## src/hdl/ssp_defines.vh

```
// register map, field positions and reset values of the serial peripheral port
`ifndef SSP_DEFINES_VH
`define SSP_DEFINES_VH
`define SSP_OFF_CTRL      4'h0
`define SSP_OFF_STAT      4'h4
`define SSP_OFF_DATA      4'h8
`define SSP_OFF_CFG       4'hc
`define SSP_CTRL_IRQEN    7
`define SSP_CTRL_EN       6
`define SSP_CTRL_ORDER    5
`define SSP_CTRL_MASTER   4
`define SSP_CTRL_CLOCK_IDLE_LEVEL     3
`define SSP_CTRL_CLOCK_SAMPLE_EDGE     2
`define SSP_STAT_DONE     7
`define SSP_STAT_WRITE_COLLISION_FLAG     6
`define SSP_STAT_DBL      0
`define SSP_CFG_GIE       0
`define SSP_CFG_SS_IN     1
`define SSP_CTRL_RST      8'h00
`define SSP_RESP_OKAY     2'b00
`define SSP_RESP_SLVERR   2'b10
`define SSP_BITS          4'h8
`endif

```

## src/hdl/ssp_port.v

```verilog
// serial peripheral port: axi4-lite registers, master/slave shifter, flags
//
// Implementation choices: the AXI4-Lite slave port and the placing of the registers.
`timescale 1ns/1ps
`default_nettype none
`include "ssp_defines.vh"
module ssp_port #(
  parameter DIVW = 7
) (
  // clock and reset
  input  wire        aclk,
  input  wire        aresetn,
  // axi4-lite write
  input  wire [3:0]  s_axi_awaddr,
  input  wire        s_axi_awvalid,
  output reg         s_axi_awready,
  input  wire [31:0] s_axi_wdata,
  input  wire [3:0]  s_axi_wstrb,
  input  wire        s_axi_wvalid,
  output reg         s_axi_wready,
  output reg  [1:0]  s_axi_bresp,
  output reg         s_axi_bvalid,
  input  wire        s_axi_bready,
  // axi4-lite read
  input  wire [3:0]  s_axi_araddr,
  input  wire        s_axi_arvalid,
  output reg         s_axi_arready,
  output reg  [31:0] s_axi_rdata,
  output reg  [1:0]  s_axi_rresp,
  output reg         s_axi_rvalid,
  input  wire        s_axi_rready,
  // cpu side interrupt
  output reg         irq_req,
  input  wire        irq_ack,
  // serial pins
  input  wire        sck_in,
  output reg         sck_out,
  output reg         sck_oe,
  input  wire        mosi_in,
  output reg         mosi_out,
  output reg         mosi_oe,
  input  wire        miso_in,
  output reg         miso_out,
  output reg         miso_oe,
  input  wire        ss_n_in
);
  // one-hot shifter states
  localparam ST_IDLE = 3'b001;
  localparam ST_MSH  = 3'b010;
  localparam ST_SLV  = 3'b100;

  // software visible state and shifter storage
  reg  [7:0]      ctrl_r;
  reg             dbl_r;
  reg  [1:0]      cfg_r;
  reg             done_r;
  reg             write_collision_flag_r;
  reg             armed_r;
  reg  [2:0]      state_r;
  reg  [7:0]      shreg_r;
  reg  [7:0]      rxbuf_r;
  reg  [3:0]      edges_r;
  reg  [DIVW-1:0] div_r;
  reg             sck_prev_r;

  // axi write capture, held until the response
  reg             aw_got_r;
  reg             w_got_r;
  reg  [3:0]      awaddr_r;
  reg  [7:0]      wbyte_r;
  reg             wlane_r;

  // decoded control fields
  wire       en      = ctrl_r[`SSP_CTRL_EN];
  wire       master  = ctrl_r[`SSP_CTRL_MASTER];
  wire       clock_idle_level    = ctrl_r[`SSP_CTRL_CLOCK_IDLE_LEVEL];
  wire       clock_sample_edge    = ctrl_r[`SSP_CTRL_CLOCK_SAMPLE_EDGE];
  wire       lsbf    = ctrl_r[`SSP_CTRL_ORDER];
  wire       busy    = (state_r != ST_IDLE);
  wire [7:0] status  = {done_r, write_collision_flag_r, 5'h00, dbl_r};

  // half period in system clocks, minus one
  // the divider restarts with each byte so the first half period is whole
  reg [DIVW-1:0] half_lim;
  always @* begin
    case ({dbl_r, ctrl_r[1:0]})
      3'b000:  half_lim = 7'h01;
      3'b001:  half_lim = 7'h07;
      3'b010:  half_lim = 7'h1f;
      3'b011:  half_lim = 7'h3f;
      3'b100:  half_lim = 7'h00;
      3'b101:  half_lim = 7'h03;
      3'b110:  half_lim = 7'h0f;
      default: half_lim = 7'h1f;
    endcase
  end

  // write handshake: address and data accepted in either order
  wire wr_go = aw_got_r && w_got_r && !s_axi_bvalid;
  wire rd_go = s_axi_arvalid && s_axi_arready;
  // writes decode the captured address, reads the live one held until taken
  wire wr_ctrl = wr_go && (awaddr_r == `SSP_OFF_CTRL) && wlane_r;
  wire wr_stat = wr_go && (awaddr_r == `SSP_OFF_STAT) && wlane_r;
  wire wr_data = wr_go && (awaddr_r == `SSP_OFF_DATA) && wlane_r;
  wire wr_cfg  = wr_go && (awaddr_r == `SSP_OFF_CFG) && wlane_r;
  wire rd_stat = rd_go && (s_axi_araddr == `SSP_OFF_STAT);
  wire rd_data = rd_go && (s_axi_araddr == `SSP_OFF_DATA);
  wire data_acc = wr_data || rd_data;

  // a master whose select input is pulled low yields the bus
  wire mode_fault = en && master && cfg_r[`SSP_CFG_SS_IN] && !ss_n_in;
  // a master byte starts only from idle; a busy write is a collision instead
  wire start_m = wr_data && en && master && !busy && !mode_fault;

  // slave pin edges; sck_in is already synchronous to aclk
  wire sck_rise = sck_in && !sck_prev_r;
  wire sck_fall = !sck_in && sck_prev_r;
  wire lead_s   = clock_idle_level ? sck_fall : sck_rise;
  wire trail_s  = clock_idle_level ? sck_rise : sck_fall;
  wire slave_sel = en && !master && !ss_n_in;

  // master toggle tick
  wire tick = (div_r == half_lim);
  // odd edge count = leading edge done so far
  wire m_lead  = tick && !edges_r[0];
  wire sample_m = (state_r == ST_MSH) && tick && (edges_r[0] == clock_sample_edge);
  wire setup_m  = (state_r == ST_MSH) && tick && (edges_r[0] != clock_sample_edge) && edges_r != 4'hf;

  // slave shifts on the edges seen on sck_in
  wire sample_s = (state_r == ST_SLV) && (clock_sample_edge ? trail_s : lead_s);
  wire setup_s  = (state_r == ST_SLV) && (clock_sample_edge ? lead_s : trail_s);
  wire sample   = sample_m || sample_s;
  wire in_bit   = master ? miso_in : mosi_in;
  wire out_bit  = lsbf ? shreg_r[0] : shreg_r[7];
  wire [7:0] shifted = lsbf ? {in_bit, shreg_r[7:1]} : {shreg_r[6:0], in_bit};
  // end of byte: sixteenth master edge or eighth slave sample
  wire last_m  = (state_r == ST_MSH) && tick && (edges_r == 4'hf);
  wire [2:0] scount = edges_r[2:0];
  wire last_s  = sample_s && (scount == 3'h7);
  wire finish  = last_m || last_s;

  // axi channel handshakes
  always @(posedge aclk) begin
    if (!aresetn) begin
      s_axi_awready <= 1'b0;
      s_axi_wready  <= 1'b0;
      s_axi_bvalid  <= 1'b0;
      s_axi_bresp   <= `SSP_RESP_OKAY;
      s_axi_arready <= 1'b0;
      s_axi_rvalid  <= 1'b0;
      s_axi_rresp   <= `SSP_RESP_OKAY;
      s_axi_rdata   <= 32'h00000000;
      aw_got_r      <= 1'b0;
      w_got_r       <= 1'b0;
      awaddr_r      <= 4'h0;
      wbyte_r       <= 8'h00;
      wlane_r       <= 1'b0;
    end else begin
      s_axi_awready <= !aw_got_r && !s_axi_awready && s_axi_awvalid;
      s_axi_wready  <= !w_got_r && !s_axi_wready && s_axi_wvalid;
      if (s_axi_awvalid && s_axi_awready) begin
        aw_got_r <= 1'b1;
        awaddr_r <= s_axi_awaddr;
      end
      if (s_axi_wvalid && s_axi_wready) begin
        w_got_r <= 1'b1;
        wbyte_r <= s_axi_wdata[7:0];
        wlane_r <= s_axi_wstrb[0];
      end
      // the response goes out once both halves are in
      if (wr_go) begin
        aw_got_r     <= 1'b0;
        w_got_r      <= 1'b0;
        s_axi_bvalid <= 1'b1;
        s_axi_bresp  <= (awaddr_r[1:0] == 2'b00) ? `SSP_RESP_OKAY : `SSP_RESP_SLVERR;
      end else if (s_axi_bready) begin
        s_axi_bvalid <= 1'b0;
      end
      // one read at a time: no new address while data waits
      s_axi_arready <= s_axi_arvalid && !s_axi_arready && !s_axi_rvalid;
      if (rd_go) begin
        s_axi_rvalid <= 1'b1;
        s_axi_rresp  <= `SSP_RESP_OKAY;
        // unmapped words read zero with an error response
        if (s_axi_araddr == `SSP_OFF_CTRL)
          s_axi_rdata <= {24'h000000, ctrl_r};
        else if (s_axi_araddr == `SSP_OFF_STAT)
          s_axi_rdata <= {24'h000000, status};
        else if (s_axi_araddr == `SSP_OFF_DATA)
          s_axi_rdata <= {24'h000000, rxbuf_r};
        else if (s_axi_araddr == `SSP_OFF_CFG)
          s_axi_rdata <= {30'h00000000, cfg_r};
        else begin
          s_axi_rdata <= 32'h00000000;
          s_axi_rresp <= `SSP_RESP_SLVERR;
        end
      end else if (s_axi_rready) begin
        s_axi_rvalid <= 1'b0;
      end
    end
  end

  // control, flags and clear sequence
  always @(posedge aclk) begin
    if (!aresetn) begin
      ctrl_r  <= `SSP_CTRL_RST;
      dbl_r   <= 1'b0;
      cfg_r   <= 2'b00;
      done_r  <= 1'b0;
      write_collision_flag_r  <= 1'b0;
      armed_r <= 1'b0;
    end else begin
      // software writes; a mode fault drops master select
      if (wr_ctrl)
        ctrl_r <= wbyte_r;
      else if (mode_fault)
        ctrl_r[`SSP_CTRL_MASTER] <= 1'b0;
      if (wr_stat)
        dbl_r <= wbyte_r[`SSP_STAT_DBL];
      if (wr_cfg)
        cfg_r <= wbyte_r[1:0];
      // arm the clear when status is read showing a flag
      if (rd_stat && (done_r || write_collision_flag_r))
        armed_r <= 1'b1;
      else if (data_acc)
        armed_r <= 1'b0;
      // setting wins over every clear
      if (finish || mode_fault)
        done_r <= 1'b1;
      else if (irq_ack || (data_acc && armed_r))
        done_r <= 1'b0;
      if (wr_data && en && busy)
        write_collision_flag_r <= 1'b1;
      else if (data_acc && armed_r)
        write_collision_flag_r <= 1'b0;
    end
  end

  // shifter state machine and pins
  always @(posedge aclk) begin
    if (!aresetn) begin
      state_r    <= ST_IDLE;
      shreg_r    <= 8'h00;
      rxbuf_r    <= 8'h00;
      edges_r    <= 4'h0;
      div_r      <= 7'h00;
      sck_prev_r <= 1'b0;
      sck_out    <= 1'b0;
      sck_oe     <= 1'b0;
      mosi_out   <= 1'b0;
      mosi_oe    <= 1'b0;
      miso_out   <= 1'b0;
      miso_oe    <= 1'b0;
      irq_req    <= 1'b0;
    end else begin
      sck_prev_r <= sck_in;
      irq_req <= done_r && ctrl_r[`SSP_CTRL_IRQEN] && cfg_r[`SSP_CFG_GIE];
      // pins drive only while enabled; miso only when selected
      sck_oe  <= en && master;
      mosi_oe <= en && master;
      miso_oe <= slave_sel;
      // clock rests at its idle level outside a master byte
      if (!(state_r == ST_MSH))
        sck_out <= clock_idle_level;
      if (sample)
        shreg_r <= shifted;
      // a master byte in phase 0 ends on a trailing edge with nothing new to sample
      if (finish)
        rxbuf_r <= sample ? shifted : shreg_r;
      case (state_r)
        ST_IDLE: begin
          edges_r <= 4'h0;
          div_r   <= 7'h00;
          if (start_m) begin
            shreg_r  <= wbyte_r;
            state_r  <= ST_MSH;
            // phase 0 presents the first bit before the leading edge
            mosi_out <= lsbf ? wbyte_r[0] : wbyte_r[7];
          end else begin
            // a slave keeps its reply byte until a master selects it
            if (wr_data && en && !master)
              shreg_r <= wbyte_r;
            if (slave_sel) begin
              state_r  <= ST_SLV;
              // phase 0 needs the first reply bit before the first edge
              if (wr_data)
                miso_out <= lsbf ? wbyte_r[0] : wbyte_r[7];
              else
                miso_out <= out_bit;
            end
          end
        end
        ST_MSH: begin
          // each tick is one serial clock edge
          div_r <= tick ? 7'h00 : div_r + 7'h01;
          if (tick) begin
            sck_out <= m_lead ? !clock_idle_level : clock_idle_level;
            edges_r <= edges_r + 4'h1;
          end
          if (setup_m)
            mosi_out <= out_bit;
          // disable or a mode fault cuts the byte short
          if (!en || mode_fault || last_m)
            state_r <= ST_IDLE;
        end
        ST_SLV: begin
          // the slave bit count lives in the low edge bits
          if (sample_s)
            edges_r <= {1'b0, scount + 3'h1};
          if (setup_s)
            miso_out <= out_bit;
          // select high drops a partial byte at once
          if (ss_n_in || !en || master || last_s)
            state_r <= ST_IDLE;
        end
        // an illegal code falls back to idle
        default: state_r <= ST_IDLE;
      endcase
    end
  end
endmodule
`default_nettype wire

```

## config.mk

```make
export PLATFORM = sky130hd
export DESIGN_NAME = ssp_port
export DESIGN_NICKNAME = d
export VERILOG_FILES = /design/src/hdl/ssp_port.v
export VERILOG_INCLUDE_DIRS = /design/src /design/src/hdl
export SDC_FILE = /design/constraint.sdc
export NUM_CORES = 1
export LEC_CHECK = 0
export ABC_AREA = 1
export BUFFER_PORTS_ARGS = -buffer_cell sky130_fd_sc_hd__buf_2
export CORE_MARGIN = 10
export CORE_UTILIZATION = 53
export DETAILED_ROUTE_END_ITERATION = 6
export PLACE_DENSITY = 0.85
export SYNTH_ARGS = -nofsm -noshare
export SYNTH_HDL_FRONTEND = slang
export SYNTH_SLANG_ARGS = --single-unit
```

## constraint.sdc

```tcl
create_clock -name aclk -period 2.1 [get_ports aclk]
set_clock_uncertainty 0.2 [all_clocks]
set_input_delay 0.42 -clock aclk [delete_from_list [all_inputs] [get_ports aclk]]
set_output_delay 0.42 -clock aclk [all_outputs]
set_load 0.05 [all_outputs]
```

==> out/results.ini <==
[run_status]
status=complete, no violations

[setup_path]
crit_path_max_fanout=10
worstSetupPathType=flip-flop to flip-flop
critPathArrivalTime_ns=1.99
worst_setup_path_end_kind=flip-flop
cp.required_ns=2.15
start_kind=flip-flop

[cts]
cts_sinks=81
clk_pin_slew_ns=0.08
clockRootBuffer=clkbuf_8
cts_tree=done
ctsHoldBuffers=0
clockBufferDepth=2
clk-insertion-delay-late_ns=0.35
htreeDepth=3
numCtsBuffers=9

[power_and_ir_drop]
powerDensity_mw_per_mm2=738.4
peakVddDrop_mv=0.4925
p_leak_nw=2.176

[logic_synthesis]
synthCells=580
ys.flop_type=dfxtp_1
synth_area_leaders=dfxtp_1, nand2_1, a21oi_1, inv_1, o21ai_0
synth-seq-area-share_pct=39.14
syn_area_per_cell_um2=7.143
synth_edf_count=0
synth_top_area_cell=dfxtp_1
synth-seq-cells=81
ys_async_sr_fraction_pct=0
syn_area_mm2=0.004143
yosysTopAreaCellShare_pct=39.14
synthTopCellsByCount=nand2_1, dfxtp_1, inv_1, a21oi_1, o21ai_0
post-synth-top-count-cell=nand2_1
synth_cell_types=42
yosys_warnings=0

[sta]
hold_viol=0
worst_hold_slack_ns=0.08307
maxSlewViolCount=0
setup_viol=0
layout_min_cycle_time_ns=1.935
fin_crit_sh_pct=92.15
fmax_mhz=516.8
setup_slack_ns=0.1649
rsz0062_at_grt=yes

[placement]
pre_cts_slack_ns=0.09022
gp_congestion=0.8894
numPortBuffers=50
hpwlAfterDp_um=7563
dp.cells=724

[routing]
drt-total-wl_um=9807
num_vias=3875
drtAntennaViolNets=0
wire_per_inst_um=13.25
remaining_drc_errors=0
via_per_inst=5.236
drt_iter0_drc=307
firstDrtPassIters=5

[floorplan]
core_area_mm2=0.007647
io_pins=104
die-area_mm2=0.01175
die_w_um=108.4
rows=32
start_util_pct=54.17
fp.dieH_um=108.4

[finish]
drive_gt1_share_pct=17.55
final_core_utilization_pct=60.31
fillCellCount=718
area_delta_synth_final_pct=11.33
final_cells=740
fin_nets=692
num_antenna_cells=0

[global_route]
grt_first_pass_wirelength_um=16620
grt_antenna_before_repair=0
grt_overflow_total=0
grtUsageTotal_pct=17.03
grt_pass1_vias=3796
grt_max_degree=52

[worst_hold_path]
min_path_type=primary input to flip-flop

[job]
cap_viol_max_count=0

[report_power, final]
part           internal [W]  switching, W
sequential          0.00159     0.0000529
clock              0.000556      0.000584
combinational      0.000156      0.000462
[placed cells by master, fill, tap and decap left out, types with 4 or more instances in the layout]
cell type / instances
nand2_1: 120
dfxtp_1: 79
inv_1: 74
a21oi_1: 58
o21ai_0: 50
buf_2: 50
nand3_1: 47
nor2_1: 27
conb_1: 26
nand2_2: 12
buf_4: 10
clkbuf_8: 9
nand4_1: 8
nor3_1: 7
nand3_2: 4
[cell type report]
cell class / instances / area [um2] / area share [%]
Multi-Input combinational cell: 403 / 2039 / 44.22
Sequential cell: 81 / 1624 / 35.21
Timing Repair Buffer: 60 / 325.3 / 7.054
Inverter: 78 / 292.8 / 6.348
Tap cell: 102 / 127.6 / 2.767
Clock buffer: 9 / 123.9 / 2.686
Clock inverter: 7 / 78.83 / 1.709
[critical path, stage by stage (launching register included)]
cell and delay [ns]:
dfxtp_1 0.37, buf_4 0.18, o21ai_0 0.26, nand2_1 0.13, nand3_2 0.23, nand2_2 0.14
nand2_4 0.12, nor2_2 0.04, o21ai_1 0.12, nor2_1 0.05
[metal layers]
metal	track usage, %	part of all wire (%)	vias to the layer above	routed length (um)
li1	-	-	1944	-
met1	20.49	43	1768	4257
met2	28.02	46	144	4528
met3	5.116	8.4	19	821
met4	6.497	2.0	0	199
met5	0	0	-	0
[stage by stage]
step	cell area [um2]	total power [W]	setup TNS (ns)
CTS	4602	0.003419	0
global placement	4399	0.002266	0
detailed placement	4399	0.002290	0
finish	4612	0.003405	0
floorplan	4237	0.002194	0
global route	4612	0.003573	-0.009030
[kinds of logic after synthesis]
kind of cell	after synthesis	synth area share, %
other cells	1	0.09052
simple gates	243	28.39
fa+ha+maj	3	0.9062
compound gates	125	16.10
buf+inv	121	14.07
mux	1	0.2416
xor+xnor	5	1.057
flops	81	39.14
[worst paths after layout]
path | startpoint | to | slack (ns) | cells after the start
worst max register to register | ctrl_r[3]$_SDFFE_PN0P_ | edges_r[3]$_SDFFE_PN0P_ | 0.16 | 9
worst min-delay path | sck_in | sck_prev_r$_SDFF_PN0_ | 0.08 | 3
worst min register to register | s_axi_arready$_SDFF_PN0_ | s_axi_arready$_SDFF_PN0_ | 0.24 | 1
worst max-delay path | ctrl_r[3]$_SDFFE_PN0P_ | edges_r[3]$_SDFFE_PN0P_ | 0.16 | 9
[registers in the layout (all words and copies together), names as in the netlist, 2 cells and up]
register	flops
ctrl_r	8
rxbuf_r	8
s_axi_rdata	8
shreg_r	8
wbyte_r	8
div_r	7
awaddr_r	4
edges_r	4
state_r	3
cfg_r	2
[what timing repair did]
item,4_1_cts,5_1_grt
endpoints found under the setup margin,0,23
gates resized for setup,0,5
setup buffers,0,0
No activity file was read; power rests on OpenSTA's default activity.
